`src/ccir_pkg.sv`:
```
package ccir_pkg;

  // register word addresses (byte offsets on the bus)
  localparam logic [7:0] OFS_OPCOND = 8'h00;
  localparam logic [7:0] OFS_IDENT_W0 = 8'h10;
  localparam logic [7:0] OFS_IDENT_W1 = 8'h14;
  localparam logic [7:0] OFS_IDENT_W2 = 8'h18;
  localparam logic [7:0] OFS_IDENT_W3 = 8'h1C;
  localparam logic [7:0] OFS_SPECDATA_W0 = 8'h20;
  localparam logic [7:0] OFS_SPECDATA_W3 = 8'h2C;
  localparam logic [7:0] OFS_RADDR = 8'h30;
  localparam logic [7:0] OFS_DRV_STAGE = 8'h34;
  localparam logic [7:0] OFS_FEAT_W0 = 8'h38;
  localparam logic [7:0] OFS_FEAT_W1 = 8'h3C;
  localparam logic [7:0] OFS_STAT_W0 = 8'h40;
  localparam logic [7:0] OFS_STAT_W15 = 8'h7C;
  localparam logic [7:0] OFS_CTRL = 8'h80;

  // operating-condition field positions
  localparam int OPC_WIN_LO = 15;
  localparam int OPC_WIN_HI = 23;
  localparam int OPC_CAP_BIT = 30;
  localparam int OPC_BUSY_BIT = 31;
  localparam logic [8:0] OPC_WINDOW_RST = 9'h1FF;

  // identification field positions
  localparam int IDN_MAKER_LSB = 120;
  localparam int IDN_OEM_LSB = 104;
  localparam int IDN_NAME_LSB = 64;
  localparam int IDN_REV_LSB = 56;
  localparam int IDN_SERIAL_LSB = 24;
  localparam int IDN_DATE_LSB = 8;
  localparam int IDN_CRC_LSB = 1;

  // power-up routine length
  localparam int POWERUP_TIME_US = 10;
  localparam int CLK_MHZ = 100;
  localparam int POWERUP_CYCLES = POWERUP_TIME_US * CLK_MHZ;

  // bus responses
  localparam logic [1:0] RESP_OKAY = 2'h0;
  localparam logic [1:0] RESP_SLVERR = 2'h2;
  localparam logic [15:0] RADDR_RST = 16'h0000;

  typedef struct packed {
    logic [7:0] maker;
    logic [15:0] oemCode;
    logic [39:0] productName;
    logic [7:0] productRevision;
    logic [31:0] serialNumber;
    logic [11:0] manufacturingDate;
  } ccir_ident_s;

  typedef enum logic [1:0] {ST_IDLE, ST_WRESP, ST_RDATA} ccir_bus_e;

endpackage

```
`src/ccir_regs.sv`:
```
// The implementer's own choices: the register offsets and the AXI4-Lite slave port.
`timescale 1ns/1ns
// How it works
// - 32-bit operating word; bits 15..23 give the 2.7-3.6 V window.
// - bits 0-14 and 24-29 read zero; bit 7 kept for low voltage.
// - bit 31 low until the power-up counter finishes, then high.
// - capacity bit shows only while bit 31 is high.
// - 128-bit identification word, unique per device via parameters.
// - maker, oem, name, revision, serial packed at their fixed slices.
// - bits 23:20 zero, date 19:8, crc7 7:1, bit 0 one.
// - csd 128, relative address 16, special 64, status 512 bits held.
// - no driver-stage register; its would-be address errors out.
module ccir_regs import ccir_pkg::*; #(
  parameter ccir_ident_s IDENT = '{8'h5A, 16'h4242, 40'h4142434445, 8'h10,
    32'h00000001, 12'h001}, // arbitrary identity values
  parameter logic HIGH_CAPACITY = 1'b1,
  parameter int POWERUP_LEN = POWERUP_CYCLES
) (
  // clock and reset
  input wire logic clk,
  input wire logic rst_n,
  // axi4-lite write address and data
  input wire logic [7:0] awaddr,
  input wire logic awvalid,
  output logic awready,
  input wire logic [31:0] wdata,
  input wire logic [3:0] wstrb,
  input wire logic wvalid,
  output logic wready,
  // axi4-lite write response
  output logic [1:0] bresp,
  output logic bvalid,
  input wire logic bready,
  // axi4-lite read
  input wire logic [7:0] araddr,
  input wire logic arvalid,
  output logic arready,
  output logic [31:0] rdata,
  output logic [1:0] rresp,
  output logic rvalid,
  input wire logic rready,
  // card state
  output logic powerUpDone
);

  // crc7 over the upper 120 identification bits, polynomial x^7+x^3+1
  function automatic logic [6:0] crc7(input logic [119:0] d);
    logic [6:0] c;
    logic fb;
    c = '0;
    for (int i = 119; i >= 0; i--) begin
      fb = d[i] ^ c[6];
      c = {c[5:0], 1'b0};
      if (fb) begin
        c = c ^ 7'h09;
      end
    end
    return c;
  endfunction

  // place every identification field at its fixed slice
  // the reserved nibble stays zero because the word starts cleared
  function automatic logic [127:0] identLayout(input ccir_ident_s id);
    logic [127:0] w;
    w = '0;
    w[IDN_MAKER_LSB +: 8] = id.maker;
    w[IDN_OEM_LSB +: 16] = id.oemCode;
    w[IDN_NAME_LSB +: 40] = id.productName;
    w[IDN_REV_LSB +: 8] = id.productRevision;
    w[IDN_SERIAL_LSB +: 32] = id.serialNumber;
    w[IDN_DATE_LSB +: 12] = id.manufacturingDate;
    // checksum covers everything above it, bit 0 is always one
    w[IDN_CRC_LSB +: 7] = crc7(w[127:8]);
    w[0] = 1'b1;
    return w;
  endfunction

  // identification word; a constant, so no write can ever reach it
  // each device gets its own value through the IDENT parameter
  localparam logic [127:0] IDENT_WORD = identLayout(IDENT);

  // register regions seen by the bus
  typedef enum {
    SEL_OPCOND,
    SEL_IDENT,
    SEL_SPEC,
    SEL_RADDR,
    SEL_FEAT,
    SEL_STATUS,
    SEL_CTRL,
    SEL_NONE
  } ccir_sel_e;

  // all state of the block
  typedef struct packed {
    ccir_bus_e wst;
    ccir_bus_e rst;
    logic awHave;
    logic wHave;
    logic [7:0] wAddr;
    logic [31:0] wData;
    logic [3:0] wStrb;
    logic awRdy;
    logic wRdy;
    logic bValid;
    logic [1:0] bresp;
    logic arRdy;
    logic rValid;
    logic [31:0] rdata;
    logic [1:0] rresp;
    logic [15:0] upCount;
    logic busyDone;
    logic [8:0] window;
    logic [127:0] specData;
    logic [15:0] relAddr;
    logic [63:0] special;
    logic [511:0] status;
  } ccir_state_s;

  ccir_state_s q;
  ccir_state_s next_q;

  // address decode shared by the write and read paths
  // the driver-stage address falls through to no region on purpose
  function automatic ccir_sel_e regionOf(input logic [7:0] a);
    ccir_sel_e s;
    if (a == OFS_OPCOND) begin
      s = SEL_OPCOND;
    end else if (a >= OFS_IDENT_W0 && a <= OFS_IDENT_W3) begin
      s = SEL_IDENT;
    end else if (a >= OFS_SPECDATA_W0 && a <= OFS_SPECDATA_W3) begin
      s = SEL_SPEC;
    end else if (a == OFS_RADDR) begin
      s = SEL_RADDR;
    end else if (a == OFS_FEAT_W0 || a == OFS_FEAT_W1) begin
      s = SEL_FEAT;
    end else if (a >= OFS_STAT_W0 && a <= OFS_STAT_W15) begin
      s = SEL_STATUS;
    end else if (a == OFS_CTRL) begin
      s = SEL_CTRL;
    end else begin
      s = SEL_NONE;
    end
    return s;
  endfunction

  // operating word, assembled from state
  // reserved bits, bit 7 included, are never set
  function automatic logic [31:0] opCondWord(input logic done, input logic [8:0] win);
    logic [31:0] v;
    v = '0;
    v[OPC_WIN_HI:OPC_WIN_LO] = win;
    // capacity only means something once power-up is done
    v[OPC_CAP_BIT] = done & HIGH_CAPACITY;
    v[OPC_BUSY_BIT] = done;
    return v;
  endfunction

  // merge bytes under strobe
  function automatic logic [31:0] merge(input logic [31:0] old, input logic [31:0] nw,
    input logic [3:0] st);
    logic [31:0] r;
    r = old;
    for (int b = 0; b < 4; b++) begin
      if (st[b]) begin
        r[b*8 +: 8] = nw[b*8 +: 8];
      end
    end
    return r;
  endfunction

  // read data for one region; idx is the word index of the address
  function automatic logic [31:0] readWord(input ccir_state_s s, input ccir_sel_e sel,
    input logic [4:0] idx);
    logic [31:0] v;
    v = '0;
    case (sel)
      SEL_OPCOND: begin
        v = opCondWord(s.busyDone, s.window);
      end
      SEL_IDENT: begin
        v = IDENT_WORD[idx[1:0]*32 +: 32];
      end
      SEL_SPEC: begin
        v = s.specData[idx[1:0]*32 +: 32];
      end
      SEL_RADDR: begin
        v = {16'h0000, s.relAddr};
      end
      SEL_FEAT: begin
        v = s.special[idx[0]*32 +: 32];
      end
      SEL_STATUS: begin
        v = s.status[idx[3:0]*32 +: 32];
      end
      SEL_CTRL: begin
        v = {23'h0, s.window};
      end
      default: begin
        v = '0;
      end
    endcase
    return v;
  endfunction

  // next state
  always_comb begin
    logic [4:0] wIdx;
    logic [4:0] rIdx;
    ccir_sel_e wSel;
    ccir_sel_e rSel;
    next_q = q;
    wIdx = q.wAddr[6:2];
    rIdx = araddr[6:2];
    wSel = regionOf(q.wAddr);
    rSel = regionOf(araddr);

    // power-up routine counter; the flag never drops once set
    if (!q.busyDone) begin
      if (q.upCount == 16'(POWERUP_LEN - 1)) begin
        next_q.busyDone = 1'b1;
      end else begin
        next_q.upCount = q.upCount + 16'h0001;
      end
    end

    // write channel: address and data taken in either order
    case (q.wst)
      ST_IDLE: begin
        if (awvalid && q.awRdy) begin
          next_q.awHave = 1'b1;
          next_q.wAddr = awaddr;
        end
        if (wvalid && q.wRdy) begin
          next_q.wHave = 1'b1;
          next_q.wData = wdata;
          next_q.wStrb = wstrb;
        end
        // both halves held: commit one cycle later and answer
        if (q.awHave && q.wHave) begin
          next_q.awHave = 1'b0;
          next_q.wHave = 1'b0;
          next_q.wst = ST_WRESP;
          next_q.bresp = RESP_OKAY;
          case (wSel)
            SEL_SPEC: begin
              next_q.specData[wIdx[1:0]*32 +: 32] = merge(q.specData[wIdx[1:0]*32 +: 32],
                q.wData, q.wStrb);
            end
            SEL_RADDR: begin
              next_q.relAddr = 16'(merge({16'h0000, q.relAddr}, q.wData, q.wStrb));
            end
            SEL_FEAT: begin
              next_q.special[wIdx[0]*32 +: 32] = merge(q.special[wIdx[0]*32 +: 32],
                q.wData, q.wStrb);
            end
            SEL_STATUS: begin
              next_q.status[wIdx[3:0]*32 +: 32] = merge(q.status[wIdx[3:0]*32 +: 32],
                q.wData, q.wStrb);
            end
            SEL_CTRL: begin
              next_q.window = 9'(merge({23'h0, q.window}, q.wData, q.wStrb));
            end
            default: begin
              // read-only words and the missing driver stage refuse writes
              next_q.bresp = RESP_SLVERR;
            end
          endcase
        end
      end
      default: begin
        // response stands until the master takes it
        if (bready) begin
          next_q.wst = ST_IDLE;
        end
      end
    endcase

    // read channel: data one cycle after the address is taken
    case (q.rst)
      ST_IDLE: begin
        if (arvalid) begin
          next_q.rst = ST_RDATA;
          next_q.rdata = readWord(q, rSel, rIdx);
          if (rSel == SEL_NONE) begin
            next_q.rresp = RESP_SLVERR;
          end else begin
            next_q.rresp = RESP_OKAY;
          end
        end
      end
      default: begin
        // data stands until the master takes it
        if (rready) begin
          next_q.rst = ST_IDLE;
        end
      end
    endcase

    // handshake pins registered from the next state, so each is a flip-flop
    next_q.awRdy = next_q.wst == ST_IDLE && !next_q.awHave;
    next_q.wRdy = next_q.wst == ST_IDLE && !next_q.wHave;
    next_q.bValid = next_q.wst == ST_WRESP;
    next_q.arRdy = next_q.rst == ST_IDLE;
    next_q.rValid = next_q.rst == ST_RDATA;
  end

  // state register; ready pins come out of reset high, valid pins low
  always_ff @(posedge clk or negedge rst_n) begin
    if (!rst_n) begin
      q <= '{wst: ST_IDLE, rst: ST_IDLE, window: OPC_WINDOW_RST, relAddr: RADDR_RST,
        awRdy: 1'b1, wRdy: 1'b1, arRdy: 1'b1, default: '0};
    end else begin
      q <= next_q;
    end
  end

  // outputs straight from flip-flops
  assign awready = q.awRdy;
  assign wready = q.wRdy;
  assign bvalid = q.bValid;
  assign bresp = q.bresp;
  assign arready = q.arRdy;
  assign rvalid = q.rValid;
  assign rdata = q.rdata;
  assign rresp = q.rresp;
  assign powerUpDone = q.busyDone;

endmodule

```
`config.mk`:
```
export PLATFORM = sky130hd
export DESIGN_NAME = ccir_regs
export DESIGN_NICKNAME = d
export VERILOG_FILES = /design/src/ccir_pkg.sv /design/src/ccir_regs.sv
export SDC_FILE = /design/constraint.sdc
export NUM_CORES = 2
export LEC_CHECK = 0
export BUFFER_PORTS_ARGS = -buffer_cell sky130_fd_sc_hd__buf_4
export CAP_MARGIN = 10
export CORE_MARGIN = 10
export CORE_UTILIZATION = 55
export CTS_BUF_LIST = sky130_fd_sc_hd__clkbuf_8
export DETAILED_ROUTE_END_ITERATION = 16
export PLACE_DENSITY_LB_ADDON = 0.08
export SLEW_MARGIN = 20
export SYNTH_ARGS = -nofsm -noshare
export SYNTH_HDL_FRONTEND = slang
export SYNTH_SLANG_ARGS = --single-unit
```
`constraint.sdc`:
```
create_clock -name clk -period 4.6 [get_ports clk]
set_input_delay 0.92 -clock clk [delete_from_list [all_inputs] [get_ports clk]]
set_output_delay 0.92 -clock clk [all_outputs]
set_load 0.03 [all_outputs]
```
==> metrics.md <==
| Metric | Value |
|---|---|
| Mapped cell area | 43000 um^2 |
| Total Die Area | 89700 um^2 |
| FFs w/ async S/R, synth | 100% |
| Setup Viol. Count Final | 0 |
| Max Fclk | 245 MHz |
| Root Driver | clkbuf_8 |
| Post-DP HPWL | 91.1 mm |
| Tmin final | 4.09 ns |
| Critical path's slowest cell | dfrtp_4 |
| Initial Util | 55.5% |
| Largest net degree at the start of global routing | 135 |
| Post-cts sizing count | 0 |
| Worst clock skew | 0.0298 ns |
| Worst EP required | 5.27 ns |
| Count of pins over their slew limit | 0 |
| Net count, final | 3645 |
| TritonCTS clock tree | done |
| Type of origin of the critical path | flop |
| Die width | 300 um |
| Fin. Hold Viols | 0 |
| Dpl cells | 4469 |
| Synth Register Bits | 835 |
| Reg clk slew, reported paths | 0.06 ns |
| Worst reg2reg setup slack | 0.51 ns |
| Fillers | 6076 |
| H-tree Lvls | 4 |
| Crit-path cells | ha_1 -> o21ba_2 -> a32o_1 -> and3_1 -> nand4_1 -> mux2_2 |
| Vert. Die Dim | 300 um |
| First-pass GRT wire length | 226 mm |
| Leakage power | 21.2 nW |
| RSZ-0062 raised after global routing | no |
| Total grt overflow | 0 |
| MaxCap Viol Count | 0 |
| Ratio of cells with drive above 1 in the final layout | 27.0% |
| Vias in the first global route | 34622 |
| Antenna Nets Post-Route | 0 |
| CP Class | reg -> reg |
| Detailed Routing Iterations Pass 1 | 6 |
| Fin util | 61.6% |
| Non-filler cells, final | 4729 |
| Net Switching | 9.79 mW |
| Max incr delay on CP | 0.92 ns |
| Row cnt | 102 |
| Total clock sinks | 835 |
| CTS Buf Count | 147 |
| Mean Syn Cell Area | 12.1 um^2 |
| Fin crit share | 88.9% |
| Worst path arrival time | 4.76 ns |
| Vias per std cell | 7.07 |
| Residual DRC | 0 |
| Leading post-synthesis cells by cell area | dfrtp_1, mux4_2, mux2_2, mux2i_1, a22o_1 |
| Combinational power share | 33.0% |
| Core ar. | 77500 um^2 |
| Largest buffer count on any clock path | 3 |
| Post-synth cell types | 81 |
| Post-CTS setup buffer count | 0 |
| Via count | 33425 |
| Register area share after synthesis | 48.7% |
| Initial antenna violation count | 7 |
| Register share of total power | 38.6% |
| Total number of yosys warnings | 0 |
| Rel. slew slack | 22.0% |
| Peak fanout along the critical path | 39 |
| Power per Cell Area | 516 nW/um^2 |
| Internal Power | 14.8 mW |
| Most common flop cell mapped by yosys | dfrtp_1 |
| Most frequent cells in the layout | dfrtp_1, nand2_1, o21ai_0 |
| Most common cell after layout, fill and taps aside | dfrtp_1 |
| Boundary pin count | 101 |
| Worst skew pair latency | 0.81 ns |
| Status | completed |
| Synth Instances | 3542 |
| Place WS | 0.602 ns |
| HP Class | in -> async |
| Post-route worst setup slack | 0.511 ns |
| CTS hold repair buffers | 0 |
| Layout overhead on the synthesized area | 11.1% |
| Post-synth EDFFs | 0 |
| Top cell type by total area after synthesis | dfrtp_1 |
| Slew @ Worst Pin | 1.17 ns |
| IO buf count | 98 |
| VDD IR max | 0.464 mV |
| Setup tns final | 0 ns |
| Wire per inst | 32.0 um |
| GRT Resource Usage Total | 33.5% |
| Critical path capture point type | flop |
| Clock power share | 28.4% |
| Net Sw Frac | 39.8% |
| Drt total wl | 151 mm |
| Synth top area share | 47.9% |
| Routability cong. | 0.890 |
| Iteration-0 DRC Markers | 3716 |
[power by group through the flow]
stage	logic (mW)	clock network, mW	registers, mW
global route	8.64	7.42	9.54
floorplan	5.58	0	8.77
global placement	7.77	0	9.49
detailed placement	7.96	0	9.55
CTS	7.98	7.06	9.43
finish	8.13	6.99	9.50
[area by class of cell]
cell class / count / area [um^2] / share of cell area [%]
Antenna cell: 1 / 2.50 / 0.00524
Clock buffer: 187 / 2570 / 5.39
Clock inverter: 72 / 412 / 0.862
Inverter: 16 / 60.1 / 0.126
Multi-Input combinational cell: 2361 / 20600 / 43.1
Sequential cell: 835 / 20900 / 43.8
Tap cell: 1040 / 1300 / 2.73
Timing Repair Buffer: 217 / 1890 / 3.95
[stage by stage]
step	hold slack [ns]	total power, mW	area [um^2]
6_report	0.228	24.6	47700
5_1_grt	0.276	25.6	47700
4_1_cts	0.225	24.5	47700
3_5_place_dp	0.454	17.5	44800
3_3_place_gp	0.440	17.3	44800
2_1_floorplan	0.416	14.4	43000
[registers in the layout, summed over array words and instances, names as in the netlist]
name	flops
rdata	32
rvalid	1
awready	1
rresp	1
bresp	1
arready	1
wready	1
powerUpDone	1
q	795
bvalid	1
[cell usage after synthesis, types with 7 or more instances]
cell type / instances
mux2_2: 241
xor2_1: 7
buf_2: 86
nand4_1: 13
and3_1: 13
clkbuf_1: 162
nand3_1: 55
buf_1: 20
nor2b_1: 11
a22oi_1: 74
a211oi_1: 16
a22o_1: 201
buf_4: 60
o2111ai_1: 8
nor2_1: 55
a21oi_1: 62
o2bb2ai_1: 102
dfrtp_1: 823
mux2i_1: 268
o21ai_0: 291
nor3_1: 20
mux4_2: 229
nand2_1: 401
and2_1: 8
o211ai_1: 8
or2_2: 32
xnor2_1: 10
o21ai_1: 38
ha_1: 8
inv_1: 16
a221oi_1: 9
dfstp_2: 12
o21a_1: 35
and4_1: 9
a32oi_1: 33
[worst max-delay path, delay by kind of cell, from the launching register on]
kind            cells  cell delay, ns
compound gates      2            0.79
fa+ha+maj           1            0.44
mux                 1            0.48
simple gates        2            1.31
flops               1            0.92
[per-layer routing]
layer | vias up | wire length, um | GRT usage (%)
li1 | 13505 | - | -
met1 | 17116 | 56400 | 42.5
met2 | 2238 | 67800 | 50.5
met3 | 558 | 18100 | 10.6
met4 | 8 | 9030 | 18.9
met5 | - | 49 | 0.324
[worst paths after layout]
kind	to	start	cells past startpoint
min reg2reg	awready	q[832]	1
min in group clk	q[833]	rready	2
max reg2reg	q[568]	q[826]	6
max in group asynchronous	q[195]	rst_n	2
min	q[589]	rst_n	1
max	q[568]	q[826]	6
[kinds of logic (layout without fill, tap and decap cells)]
| family | count (synthesis) | in the layout | share of synthesized area, % |
|---|---|---|---|
| buffers and inverters | 347 | 492 | 3.86 |
| AO/OA/AOI/OAI | 926 | 926 | 15.1 |
| AND/OR/NAND/NOR | 670 | 670 | 7.20 |
| adder cells (fa/ha/maj) | 8 | 8 | 0.233 |
| flip-flops | 835 | 835 | 48.7 |
| multiplexers | 738 | 738 | 24.6 |
| XOR/XNOR | 17 | 17 | 0.346 |
| other | 1 | 3 | 0.00873 |
Power figures use the tool's default switching activity.
